### src/clock_switch_map.vh
`ifndef CLOCK_SWITCH_MAP_VH
`define CLOCK_SWITCH_MAP_VH
// register byte addresses
`define ADDR_CURRENT_STATUS  8'h00
`define ADDR_SWITCH_CONTROL  8'h04
`define ADDR_REQUEST         8'h08
`define ADDR_IRQ_STATUS      8'h0c
`define ADDR_IRQ_MASK        8'h10
// current status fields
`define CUR_SRC_HI           6
`define CUR_SRC_LO           4
`define CUR_DIV_HI           3
`define CUR_DIV_LO           0
// switch control fields
`define CTL_HOLD_BIT         7
`define CTL_SPWR_BIT         6
`define CTL_OSCILLATOR_READY_FLAG_BIT         4
`define CTL_NRDY_BIT         3
// request register fields (same layout as current status)
`define REQ_SRC_HI           6
`define REQ_SRC_LO           4
`define REQ_DIV_HI           3
`define REQ_DIV_LO           0
// interrupt status bits
`define IRQ_HOLD_BIT         0
`define IRQ_DONE_BIT         1
`define IRQ_WIDTH            2
// instruction clock is the system clock divided by four
`define ICLK_DIV             2'h3
`endif

### src/clock_switch_status_control.v
// The APB register port and the address map were decided locally.
`timescale 1ns/100ps
`default_nettype none
`include "clock_switch_map.vh"
module clock_switch_status_control (
  // clock and reset
  input  wire        clock,
  input  wire        resetn,
  // apb slave
  input  wire        psel,
  input  wire        penable,
  input  wire        pwrite,
  input  wire [7:0]  paddr,
  input  wire [31:0] pwdata,
  output wire        pready,
  output reg  [31:0] prdata,
  output wire        pslverr,
  // startup configuration, sampled after reset release
  input  wire [2:0]  startup_source,
  input  wire [3:0]  startup_divider,
  // oscillator ready indications, one per source code, from analog
  input  wire [7:0]  source_ready,
  // clock mux controls
  output reg  [2:0]  active_source,
  output reg  [3:0]  active_divider,
  output reg         secondary_high_power,
  // interrupt
  output wire        irq
);
  reg  [2:0]  cur_src_r;
  reg  [3:0]  cur_div_r;
  reg  [2:0]  req_src_r;
  reg  [3:0]  req_div_r;
  reg         hold_r;
  reg         spwr_r;
  reg         nrdy_r;
  reg         boot_r;
  reg  [`IRQ_WIDTH-1:0] irq_stat_r;
  reg  [`IRQ_WIDTH-1:0] irq_mask_r;
  reg  [2:0]  rdy_s1_r;
  reg  [2:0]  rdy_s2_r;
  reg  [2:0]  rdy_s3_r;
  reg  [7:0]  rdy_m1_r;
  reg  [7:0]  rdy_m2_r;
  reg  [7:0]  rdy_m3_r;
  reg  [7:0]  rdy_clean_r;
  reg         rdy_seen_r;
  wire        tick;
  wire        wr_en;
  wire        rd_en;
  wire        switching;
  wire        new_ready;
  wire        oscillator_ready_flag;
  wire        do_switch;
  wire        hold_event;
  wire        wr_request;
  wire        wr_control;
  wire        wr_irq_stat;
  wire        wr_irq_mask;
  wire        addr_ok;
  wire        ready_for_req;
  reg  [7:0]  read_mux;
  reg  [`IRQ_WIDTH-1:0] irq_set;
  integer     i;

  instr_tick u_tick (
    .clock  (clock),
    .resetn (resetn),
    .tick   (tick)
  );

  // one compare per register, shared by the write strobes and the error decode
  function reg_hit(input [7:0] addr, input [7:0] target);
    reg_hit = (addr == target);
  endfunction

  function addr_mapped(input [7:0] addr);
    addr_mapped = reg_hit(addr, `ADDR_CURRENT_STATUS) ||
                  reg_hit(addr, `ADDR_SWITCH_CONTROL) ||
                  reg_hit(addr, `ADDR_REQUEST) ||
                  reg_hit(addr, `ADDR_IRQ_STATUS) ||
                  reg_hit(addr, `ADDR_IRQ_MASK);
  endfunction

  // apb: zero wait states, unmapped addresses answer with an error
  assign pready      = 1'h1;
  assign wr_en       = psel && penable && pwrite;
  assign rd_en       = psel && !penable && !pwrite;
  assign addr_ok     = addr_mapped(paddr);
  assign pslverr     = psel && penable && !addr_ok;
  assign wr_request  = wr_en && reg_hit(paddr, `ADDR_REQUEST);
  assign wr_control  = wr_en && reg_hit(paddr, `ADDR_SWITCH_CONTROL);
  assign wr_irq_stat = wr_en && reg_hit(paddr, `ADDR_IRQ_STATUS);
  assign wr_irq_mask = wr_en && reg_hit(paddr, `ADDR_IRQ_MASK);

  // ready inputs are asynchronous: three stages, change accepted once stages two and three agree
  always @(posedge clock or negedge resetn) begin
    if (!resetn) begin
      rdy_m1_r    <= 8'h00;
      rdy_m2_r    <= 8'h00;
      rdy_m3_r    <= 8'h00;
      rdy_clean_r <= 8'h00;
    end else begin
      rdy_m1_r <= source_ready;
      rdy_m2_r <= rdy_m1_r;
      rdy_m3_r <= rdy_m2_r;
      for (i = 0; i < 8; i = i + 1) begin
        if (rdy_m2_r[i] == rdy_m3_r[i]) begin
          rdy_clean_r[i] <= rdy_m3_r[i];
        end
      end
    end
  end

  // request source delayed to match the ready synchroniser, so a fresh request
  // is never switched on a ready bit that still belongs to the old source
  always @(posedge clock or negedge resetn) begin
    if (!resetn) begin
      rdy_s1_r <= 3'h0;
      rdy_s2_r <= 3'h0;
      rdy_s3_r <= 3'h0;
    end else begin
      rdy_s1_r <= req_src_r;
      rdy_s2_r <= rdy_s1_r;
      rdy_s3_r <= rdy_s2_r;
    end
  end

  assign ready_for_req = (rdy_s3_r == req_src_r);
  // switching also covers a divider-only change
  assign switching = (cur_src_r != req_src_r) || (cur_div_r != req_div_r);
  assign oscillator_ready_flag      = !switching;
  // a pure divider change needs no new oscillator, so it is ready at once
  assign new_ready = switching &&
                     ((cur_src_r == req_src_r) || rdy_clean_r[req_src_r]);

  // new-ready is latched on an instruction tick, so it lags readiness by at most one
  assign do_switch  = nrdy_r && !hold_r && tick && ready_for_req;
  assign hold_event = new_ready && hold_r && !rdy_seen_r;

  // configuration in force when code starts, caught at the first edge after release
  always @(posedge clock or negedge resetn) begin
    if (!resetn) begin
      boot_r <= 1'h1;
    end else begin
      boot_r <= 1'h0;
    end
  end

  // requested source and divider; software owns them after the boot edge
  always @(posedge clock or negedge resetn) begin
    if (!resetn) begin
      req_src_r <= 3'h0;
      req_div_r <= 4'h0;
    end else if (boot_r) begin
      req_src_r <= startup_source;
      req_div_r <= startup_divider;
    end else if (wr_request) begin
      req_src_r <= pwdata[`REQ_SRC_HI:`REQ_SRC_LO];
      req_div_r <= pwdata[`REQ_DIV_HI:`REQ_DIV_LO];
    end
  end

  // current source and divider load the startup values at the boot edge, then move only on a granted switch
  always @(posedge clock or negedge resetn) begin
    if (!resetn) begin
      cur_src_r <= 3'h0;
      cur_div_r <= 4'h0;
    end else if (boot_r) begin
      cur_src_r <= startup_source;
      cur_div_r <= startup_divider;
    end else if (do_switch) begin
      cur_src_r <= req_src_r;
      cur_div_r <= req_div_r;
    end
  end

  // new-ready: raised on a tick, dropped by the switch or when readiness goes
  always @(posedge clock or negedge resetn) begin
    if (!resetn) begin
      nrdy_r <= 1'h0;
    end else if (boot_r) begin
      nrdy_r <= 1'h0;
    end else if (do_switch) begin
      nrdy_r <= 1'h0;
    end else if (!new_ready) begin
      nrdy_r <= 1'h0;
    end else if (tick) begin
      nrdy_r <= 1'h1;
    end
  end

  // remembers that a held switch was reported, so the interrupt fires once
  always @(posedge clock or negedge resetn) begin
    if (!resetn) begin
      rdy_seen_r <= 1'h0;
    end else if (boot_r) begin
      rdy_seen_r <= 1'h0;
    end else begin
      rdy_seen_r <= new_ready && hold_r;
    end
  end

  // control bits; status fields have no write path
  always @(posedge clock or negedge resetn) begin
    if (!resetn) begin
      hold_r <= 1'h0;
      spwr_r <= 1'h0;
    end else if (wr_control) begin
      hold_r <= pwdata[`CTL_HOLD_BIT];
      spwr_r <= pwdata[`CTL_SPWR_BIT];
    end
  end

  always @(posedge clock or negedge resetn) begin
    if (!resetn) begin
      irq_mask_r <= {`IRQ_WIDTH{1'h0}};
    end else if (wr_irq_mask) begin
      irq_mask_r <= pwdata[`IRQ_WIDTH-1:0];
    end
  end

  // sticky events, set wins over write-one-to-clear
  always @* begin
    irq_set = {`IRQ_WIDTH{1'b0}};
    irq_set[`IRQ_HOLD_BIT] = hold_event;
    irq_set[`IRQ_DONE_BIT] = do_switch;
  end

  always @(posedge clock or negedge resetn) begin
    if (!resetn) begin
      irq_stat_r <= {`IRQ_WIDTH{1'b0}};
    end else if (wr_irq_stat) begin
      irq_stat_r <= (irq_stat_r & ~pwdata[`IRQ_WIDTH-1:0]) | irq_set;
    end else begin
      irq_stat_r <= irq_stat_r | irq_set;
    end
  end

  // level output: clearing the status bit or its mask drops it at once
  assign irq = |(irq_stat_r & irq_mask_r);

  always @* begin
    read_mux = 8'h00;
    case (paddr)
      `ADDR_CURRENT_STATUS: begin
        read_mux[`CUR_SRC_HI:`CUR_SRC_LO] = cur_src_r;
        read_mux[`CUR_DIV_HI:`CUR_DIV_LO] = cur_div_r;
      end
      `ADDR_SWITCH_CONTROL: begin
        read_mux[`CTL_HOLD_BIT] = hold_r;
        read_mux[`CTL_SPWR_BIT] = spwr_r;
        read_mux[`CTL_OSCILLATOR_READY_FLAG_BIT] = oscillator_ready_flag;
        read_mux[`CTL_NRDY_BIT] = nrdy_r;
      end
      `ADDR_REQUEST: begin
        read_mux[`REQ_SRC_HI:`REQ_SRC_LO] = req_src_r;
        read_mux[`REQ_DIV_HI:`REQ_DIV_LO] = req_div_r;
      end
      `ADDR_IRQ_STATUS: begin
        read_mux[`IRQ_WIDTH-1:0] = irq_stat_r;
      end
      `ADDR_IRQ_MASK: begin
        read_mux[`IRQ_WIDTH-1:0] = irq_mask_r;
      end
      default: begin
        read_mux = 8'h00;
      end
    endcase
  end

  // read data captured in setup so it is stable through the access phase
  always @(posedge clock or negedge resetn) begin
    if (!resetn) begin
      prdata <= 32'h00000000;
    end else if (rd_en) begin
      prdata <= {24'h000000, read_mux};
    end
  end

  // mux controls come straight from flops, so the clock mux never sees a glitch
  always @(posedge clock or negedge resetn) begin
    if (!resetn) begin
      active_source        <= 3'h0;
      active_divider       <= 4'h0;
      secondary_high_power <= 1'h0;
    end else begin
      active_source        <= cur_src_r;
      active_divider       <= cur_div_r;
      secondary_high_power <= spwr_r;
    end
  end
endmodule // clock_switch_status_control
`default_nettype wire

### src/instr_tick.v
`timescale 1ns/100ps
`default_nettype none
`include "clock_switch_map.vh"
module instr_tick (
  // clock and reset
  input  wire       clock,
  input  wire       resetn,
  // one-cycle enable at instruction rate
  output wire       tick
);
  reg [1:0] count_r;

  always @(posedge clock or negedge resetn) begin
    if (!resetn) begin
      count_r <= 2'h0;
    end else begin
      count_r <= (count_r == `ICLK_DIV) ? 2'h0 : count_r + 2'h1;
    end
  end

  assign tick = (count_r == `ICLK_DIV);
endmodule // instr_tick
`default_nettype wire

### config.mk
export PLATFORM = sky130hd
export DESIGN_NAME = clock_switch_status_control
export DESIGN_NICKNAME = d
export VERILOG_FILES = /design/src/clock_switch_status_control.v /design/src/instr_tick.v
export VERILOG_INCLUDE_DIRS = /design/src /design/src/src
export SDC_FILE = /design/constraint.sdc
export NUM_CORES = 1
export LEC_CHECK = 0
export BUFFER_PORTS_ARGS = -buffer_cell sky130_fd_sc_hd__buf_2
export CAP_MARGIN = 0
export CORE_UTILIZATION = 30
export DETAILED_ROUTE_END_ITERATION = 6
export PLACE_DENSITY_LB_ADDON = 0.25
export REMOVE_ABC_BUFFERS = 1
export SLEW_MARGIN = 20
export SYNTH_ARGS = -nofsm -noshare
export SYNTH_HDL_FRONTEND = slang
export SYNTH_SLANG_ARGS = --single-unit
### constraint.sdc
create_clock -name clock -period 1.9 [get_ports clock]
set_input_delay 0.38 -clock clock [delete_from_list [all_inputs] [get_ports clock]]
set_output_delay 0.38 -clock clock [all_outputs]
set_load 0.1 [all_outputs]
==> results.cfg, run 1 <==
[pwr]
p_seq_frac = 0.529
p_leak_nw = 1.76
powerDensity_nw_per_um2 = 933
netSwitchingPower_w = 0.00119
comb_power_share = 0.177
clkPwrFrac = 0.294
finalPower_w = 0.00364
intPower_w = 0.00246
switching_share = 0.326
peakVddDrop_uv = 337

[clock_tree]
tritoncts = yes
post-cts-setup-buffer-count = 0
cts_sinks = 82
clk_pin_slew_ns = 0.09
ctsRootBufferMaster = clkbuf_8
clockBufferDepth = 2
worstSkewPairLatency_ns = 0.35
numCtsBuffers = 9
cts_max_level = 3

[timing]
setup_viol_count_final = 0
rsz0062_at_grt = no
fmax_mhz = 575
fin_skew_ns = 0.0126
final_max_slew_viol_count = 0
fin_tns_setup_ns = 0
min_period_over_period = 0.915
hold_violations = 0
fin_crit_ns = 1.74
tightest_slew_ns = 0.547
timing.slew.headroom = 0.626

[setup_path]
r2r_slack_ns = 0.16
crit_arrival_ns = 1.96
cp.required_ns = 2.13
crit_path_end_kind = register
critPathLaunch = req_src_r[0]$_DFFE_PN0P_
crit_type = reg2reg
rr_startpoint = req_src_r[0]$_DFFE_PN0P_
path_max_fanout = 8
critPathLaunchType = register

[placed_design]
io_buffers = 53
gp_congestion = 0.701
dp.cells = 455
hpwl_um = 4740

[floorplan]
boundaryPins = 103
fp.dieArea_um2 = 11600
die_y_um = 108
initial_core_util = 0.309
die_width_um = 108
rows = 38
core-area_um2 = 10800

[layout]
fillCellCount = 1115
syn_to_final_growth_pct = 16.8
n_antenna_cell = 0
regArea_um2 = 2050
nNetsFinal = 388
finalNonFillerCells = 470
drive_above_1_share = 0.291
multi_input_area_um2 = 1100

[drt]
postRouteAntennaNets = 0
dr_total_vias = 2090
drc = 0
dr.pass1.iters = 4
avgViaCountPerCell = 4.45
drt-initial-drc-count = 55
wire_per_inst_um = 13.9
finalWirelength_um = 6520

[global_routing]
antenna_found_initial = 0
grt_first_pass_wirelength_um = 10800
grt_max_degree = 37
first_global_vias = 2111
overflow = 0
grt_usage = 0.125

[synth]
postSynthCellCount = 262
synth-seq-cells = 82
synth_warnings = 0
synth-edff-count = 0
async_reset_ff_frac = 1.00
synthesis.area_um2 = 3340
yosysUniqueCellTypes = 42
ys.flop_type = dfrtp_1
synth_area_per_cell_um2 = 12.8
yosysTopAreaCellShare = 0.606
synth_top_cell_by_area = dfrtp_1
synth-seq-area-share = 0.614
yosys-top-cells-area = dfrtp_1 61%, buf_4 6.1%, mux2i_1 4.5%

[min_path]
hold_start = source_ready[3]
hold_class = in2reg

[flow_run]
maxCapViolations = 0

[run_status]
status = finished clean
[logic make-up after synthesis]
family	after synthesis	synth area share
flops	82	0.614
other cells	2	0.00225
buf+inv	41	0.0864
xor+xnor	10	0.0262
compound gates	45	0.0846
mux	22	0.0752
simple gates	51	0.0838
fa+ha+maj	9	0.0277
[power groups by stage]
stage,Sequential (W),Clock (W),Combinational (W)
after floorplan,0.00205,0,0.000369
after global placement,0.00196,0,0.000642
after detailed placement,0.00196,0,0.000645
after CTS,0.00193,0.00111,0.000649
after global routing,0.00194,0.00118,0.000690
final,0.00193,0.00107,0.000645
[synthesized netlist by cell type, types with 3 or more instances]
library cell  instances
clkbuf_1              5
xor2_1               10
nor2_1               14
mux2_2                5
a21oi_1              12
inv_1                 3
maj3_1                8
buf_4                27
nand3_1               6
o21ai_0              11
nor4_1                3
o31ai_1               3
nor2b_1               3
buf_2                 4
mux2i_1              15
dfrtp_1              81
a22o_1                3
a31oi_1               8
nand2_1              11
[critical path, stage by stage (launching register included)]
cell and delay, ns:
dfrtp_1 0.56, mux4_2 0.57, mux2i_1 0.20, mux2_2 0.21, o31ai_1 0.07
[through the flow]
step,cell area (µm²),hold slack [ns],util,setup slack (ns)
finish,3910,0.125,0.360,0.162
global route,3910,0.107,0.360,0.0488
CTS,3900,0.102,0.360,0.0995
detailed placement,3730,0.336,0.345,0.0901
global placement,3730,0.333,0.345,0.109
floorplan,3160,0.0844,-,-0.569
[worst paths after layout]
path | to | depth (start not counted)
worst max register to register | irq_stat_r[0]$_DFF_PN0_ | 4
max in group asynchronous | boot_r$_DFF_PN1_ | 3
worst max-delay path | irq_stat_r[0]$_DFF_PN0_ | 4
min in group asynchronous | rdy_m1_r[7]$_DFF_PN0_ | 2
worst min-delay path | rdy_m1_r[3]$_DFF_PN0_ | 1
worst min register to register | rdy_s3_r[0]$_DFF_PN0_ | 0
[cell type report]
| type | instances | share of cell area |
|---|---|---|
| flip-flops and latches | 82 | 0.525 |
| multi-input cells | 163 | 0.282 |
| repair buffers | 67 | 0.103 |
| well taps | 140 | 0.0448 |
| clock buffers | 9 | 0.0317 |
| clock inverters | 5 | 0.00865 |
| inverters | 4 | 0.00384 |
[placed cells by master, fill, tap and decap left out, drive strengths merged, types with 2 or more instances in the layout]
cell type	instances
clkbuf	9
and3	2
mux2i	15
nor3	2
nor4	4
a22o	3
mux4	2
nand4	2
a21oi	12
conb	26
inv	3
nand2	11
mux2	5
a31oi	8
buf	66
clkinvlp	2
o2bb2ai	2
nor2	14
nor2b	3
o21ai	12
a2bb2oi	2
clkinv	4
o31ai	3
nand3	7
maj3	8
xor2	10
dfrtp	81
[layer usage]
metal,routed length (µm),GRT usage,up-vias
li1,-,-,997
met1,3160,0.168,1032
met2,2920,0.183,49
met3,264,0.0230,12
met4,175,0.0832,0
met5,0,0,-
[registers in the layout (all words and copies together) (netlist names)]
name	flops
rdy_m3_r	8
active_source	3
rdy_seen_r	1
hold_r	1
req_div_r	4
irq_stat_r	2
u_tick.count_r	2
prdata	8
boot_r	1
rdy_m2_r	8
spwr_r	1
secondary_high_power	1
nrdy_r	1
rdy_s1_r	3
rdy_s2_r	3
cur_div_r	4
rdy_clean_r	8
rdy_s3_r	3
rdy_m1_r	8
active_divider	4
irq_mask_r	2
cur_src_r	3
req_src_r	3
[repair_timing]
| action | in CTS | in global routing |
|---|---|---|
| endpoints found under the setup margin | 0 | 1 |
| resized for setup | 0 | 1 |
| hold buffers | 1 | 0 |
| endpoints found under the hold margin | 31 | 0 |
Note: power is estimated with default switching activity, not from simulation.
==> run 2, diff against run 1 <==
PLACE_DENSITY_LB_ADDON = default   (was 0.25)
REMOVE_ABC_BUFFERS = default   (was 1)
==> run 2 against run 1 <==
Effect of this change:
- design area grew 0.70%
- first-iteration DRC count is 67% higher
- hold slack improved by 0.0066 ns
- worst setup slack gained 0.00097 ns
- combinational power is 0.8% higher
- highest routed layer unchanged
==> results.cfg, run 2 (synthesis results as in run 1) <==
[clock_tree]
numCtsBuffers = 9
clockBufferDepth = 2
post-cts-setup-buffer-count = 0
worstSkewPairLatency_ns = 0.35
cts_max_level = 3
ctsRootBufferMaster = clkbuf_8
cts_sinks = 82
clk_pin_slew_ns = 0.09
tritoncts = yes

[pwr]
intPower_w = 0.00252
clkPwrFrac = 0.310
p_seq_frac = 0.516
powerDensity_nw_per_um2 = 949
peakVddDrop_uv = 347
p_leak_nw = 1.77
finalPower_w = 0.00373
netSwitchingPower_w = 0.00121
switching_share = 0.324
comb_power_share = 0.174

[layout]
mostFrequentLayoutCells = 81 x dfrtp_1, 51 x buf_2, 26 x conb_1, 15 x mux2i_1, 14 x nor2_1
final_common_cell = dfrtp_1
multi_input_area_um2 = 1120
finalNonFillerCells = 470
fillCellCount = 1087
n_antenna_cell = 0
utilization = 0.363
drive_above_1_share = 0.294
nNetsFinal = 386
regArea_um2 = 2050
syn_to_final_growth_pct = 17.7

[drt]
dr.pass1.iters = 5
finalWirelength_um = 6510
postRouteAntennaNets = 0
wire_per_inst_um = 13.9
drt-initial-drc-count = 92
avgViaCountPerCell = 4.42
dr_total_vias = 2077
drc = 0

[global_routing]
grt_first_pass_wirelength_um = 10600
grt_usage = 0.124
first_global_vias = 2098
grt_max_degree = 37
overflow = 0
antenna_found_initial = 0

[floorplan]
die_width_um = 108
fp.dieArea_um2 = 11600
boundaryPins = 103
core-area_um2 = 10800
die_y_um = 108
rows = 38
initial_core_util = 0.309

[min_path]
hold_class = in2reg
hold_start = source_ready[2]

[setup_path]
slowest_stage = dfrtp_1
max_stage_delay_ns = 0.58
critPathLaunch = req_src_r[0]$_DFFE_PN0P_
rr_startpoint = req_src_r[0]$_DFFE_PN0P_
cp.required_ns = 2.13
path_max_fanout = 8
crit_arrival_ns = 1.96
worstPathCellList = mux4_2 -> mux2i_1 -> mux2_2 -> o31ai_1
crit_type = reg2reg
crit_path_end_kind = register
critPathLaunchType = register

[timing]
setup_viol_count_final = 0
rsz0062_at_grt = no
fin_skew_ns = 0.00728
fmax_mhz = 576
final_max_slew_viol_count = 0
fin_crit_ns = 1.74
hold_violations = 0
min_period_over_period = 0.914

[placed_design]
gp_congestion = 0.736
dp.cells = 453
hpwl_um = 4640
io_buffers = 53

[run_status]
status = finished clean

[flow_run]
maxCapViolations = 0
-- run 2: cell types whose count changed in the layout (fill, tap and decap cells not counted), sizes merged --
| cell | previous run | this run |
|---|---|---|
| inv | 3 | 6 |
| buf | 66 | 64 |
| clkbuf | 9 | 10 |
| clkinv | 4 | 3 |
| clkinvlp | 2 | 1 |
-- run 2: what timing repair did --
action | CTS | global route
setup endpoints to repair | 0 | 1
endpoints found under the hold margin | 32 | 0
hold buffers | 1 | 0
gates resized for setup | 0 | 1
-- run 2: power by group through the flow --
stage	combinational, W	sequential [W]	clock, W
floorplan	0.000449	0.00204	0
global placement	0.000643	0.00196	0
detailed placement	0.000649	0.00196	0
CTS	0.000652	0.00193	0.00120
global route	0.000692	0.00194	0.00128
finish	0.000650	0.00193	0.00116
-- run 2: routing by layer --
metal / share of wire / wire length, µm / GRT usage
met5: 0 / 0 / 0
met4: 0.019 / 123 / 0.0705
met3: 0.066 / 430 / 0.0393
met2: 0.45 / 2930 / 0.179
met1: 0.46 / 3020 / 0.164
-- run 2: path summary, 6_finish.rpt --
check | end | depth (start not counted) | slack (ns)
setup / recovery | irq_stat_r[0]$_DFF_PN0_ | 4 | 0.16
hold / removal | rdy_m1_r[2]$_DFF_PN0_ | 1 | 0.13
setup reg to reg | irq_stat_r[0]$_DFF_PN0_ | 4 | 0.16
hold reg to reg | rdy_s2_r[0]$_DFF_PN0_ | 0 | 0.35
max in group asynchronous | prdata[0]$_DFFE_PN0P_ | 3 | 0.86
min in group asynchronous | rdy_m1_r[1]$_DFF_PN0_ | 2 | 0.52
-- run 2: layout make-up --
class	count	area share
Sequential cell	82	0.522
Clock buffer	10	0.0350
Tap cell	140	0.0445
Inverter	4	0.00382
Timing Repair Buffer	65	0.0986
Clock inverter	6	0.0121
Multi-Input combinational cell	163	0.284
-- run 2: stage by stage --
| stage | worst slack [ns] | hold slack (ns) | TNS, ns | cell area (µm²) |
|---|---|---|---|---|
| after floorplan | 0.0562 | 0.0844 | 0 | 3450 |
| after global placement | 0.00939 | 0.331 | 0 | 3730 |
| after detailed placement | -0.00814 | 0.335 | -0.00814 | 3730 |
| after CTS | 0.125 | 0.109 | 0 | 3930 |
| after global routing | 0.0720 | 0.0984 | 0 | 3940 |
| final | 0.163 | 0.132 | 0 | 3940 |
-- run 2: critical path: cells and delay by family (launching register included) --
| family | cells | cell delay, ns |
|---|---|---|
| DFF | 1 | 0.58 |
| muxes | 3 | 0.97 |
| AOI/OAI and AO/OA | 1 | 0.07 |
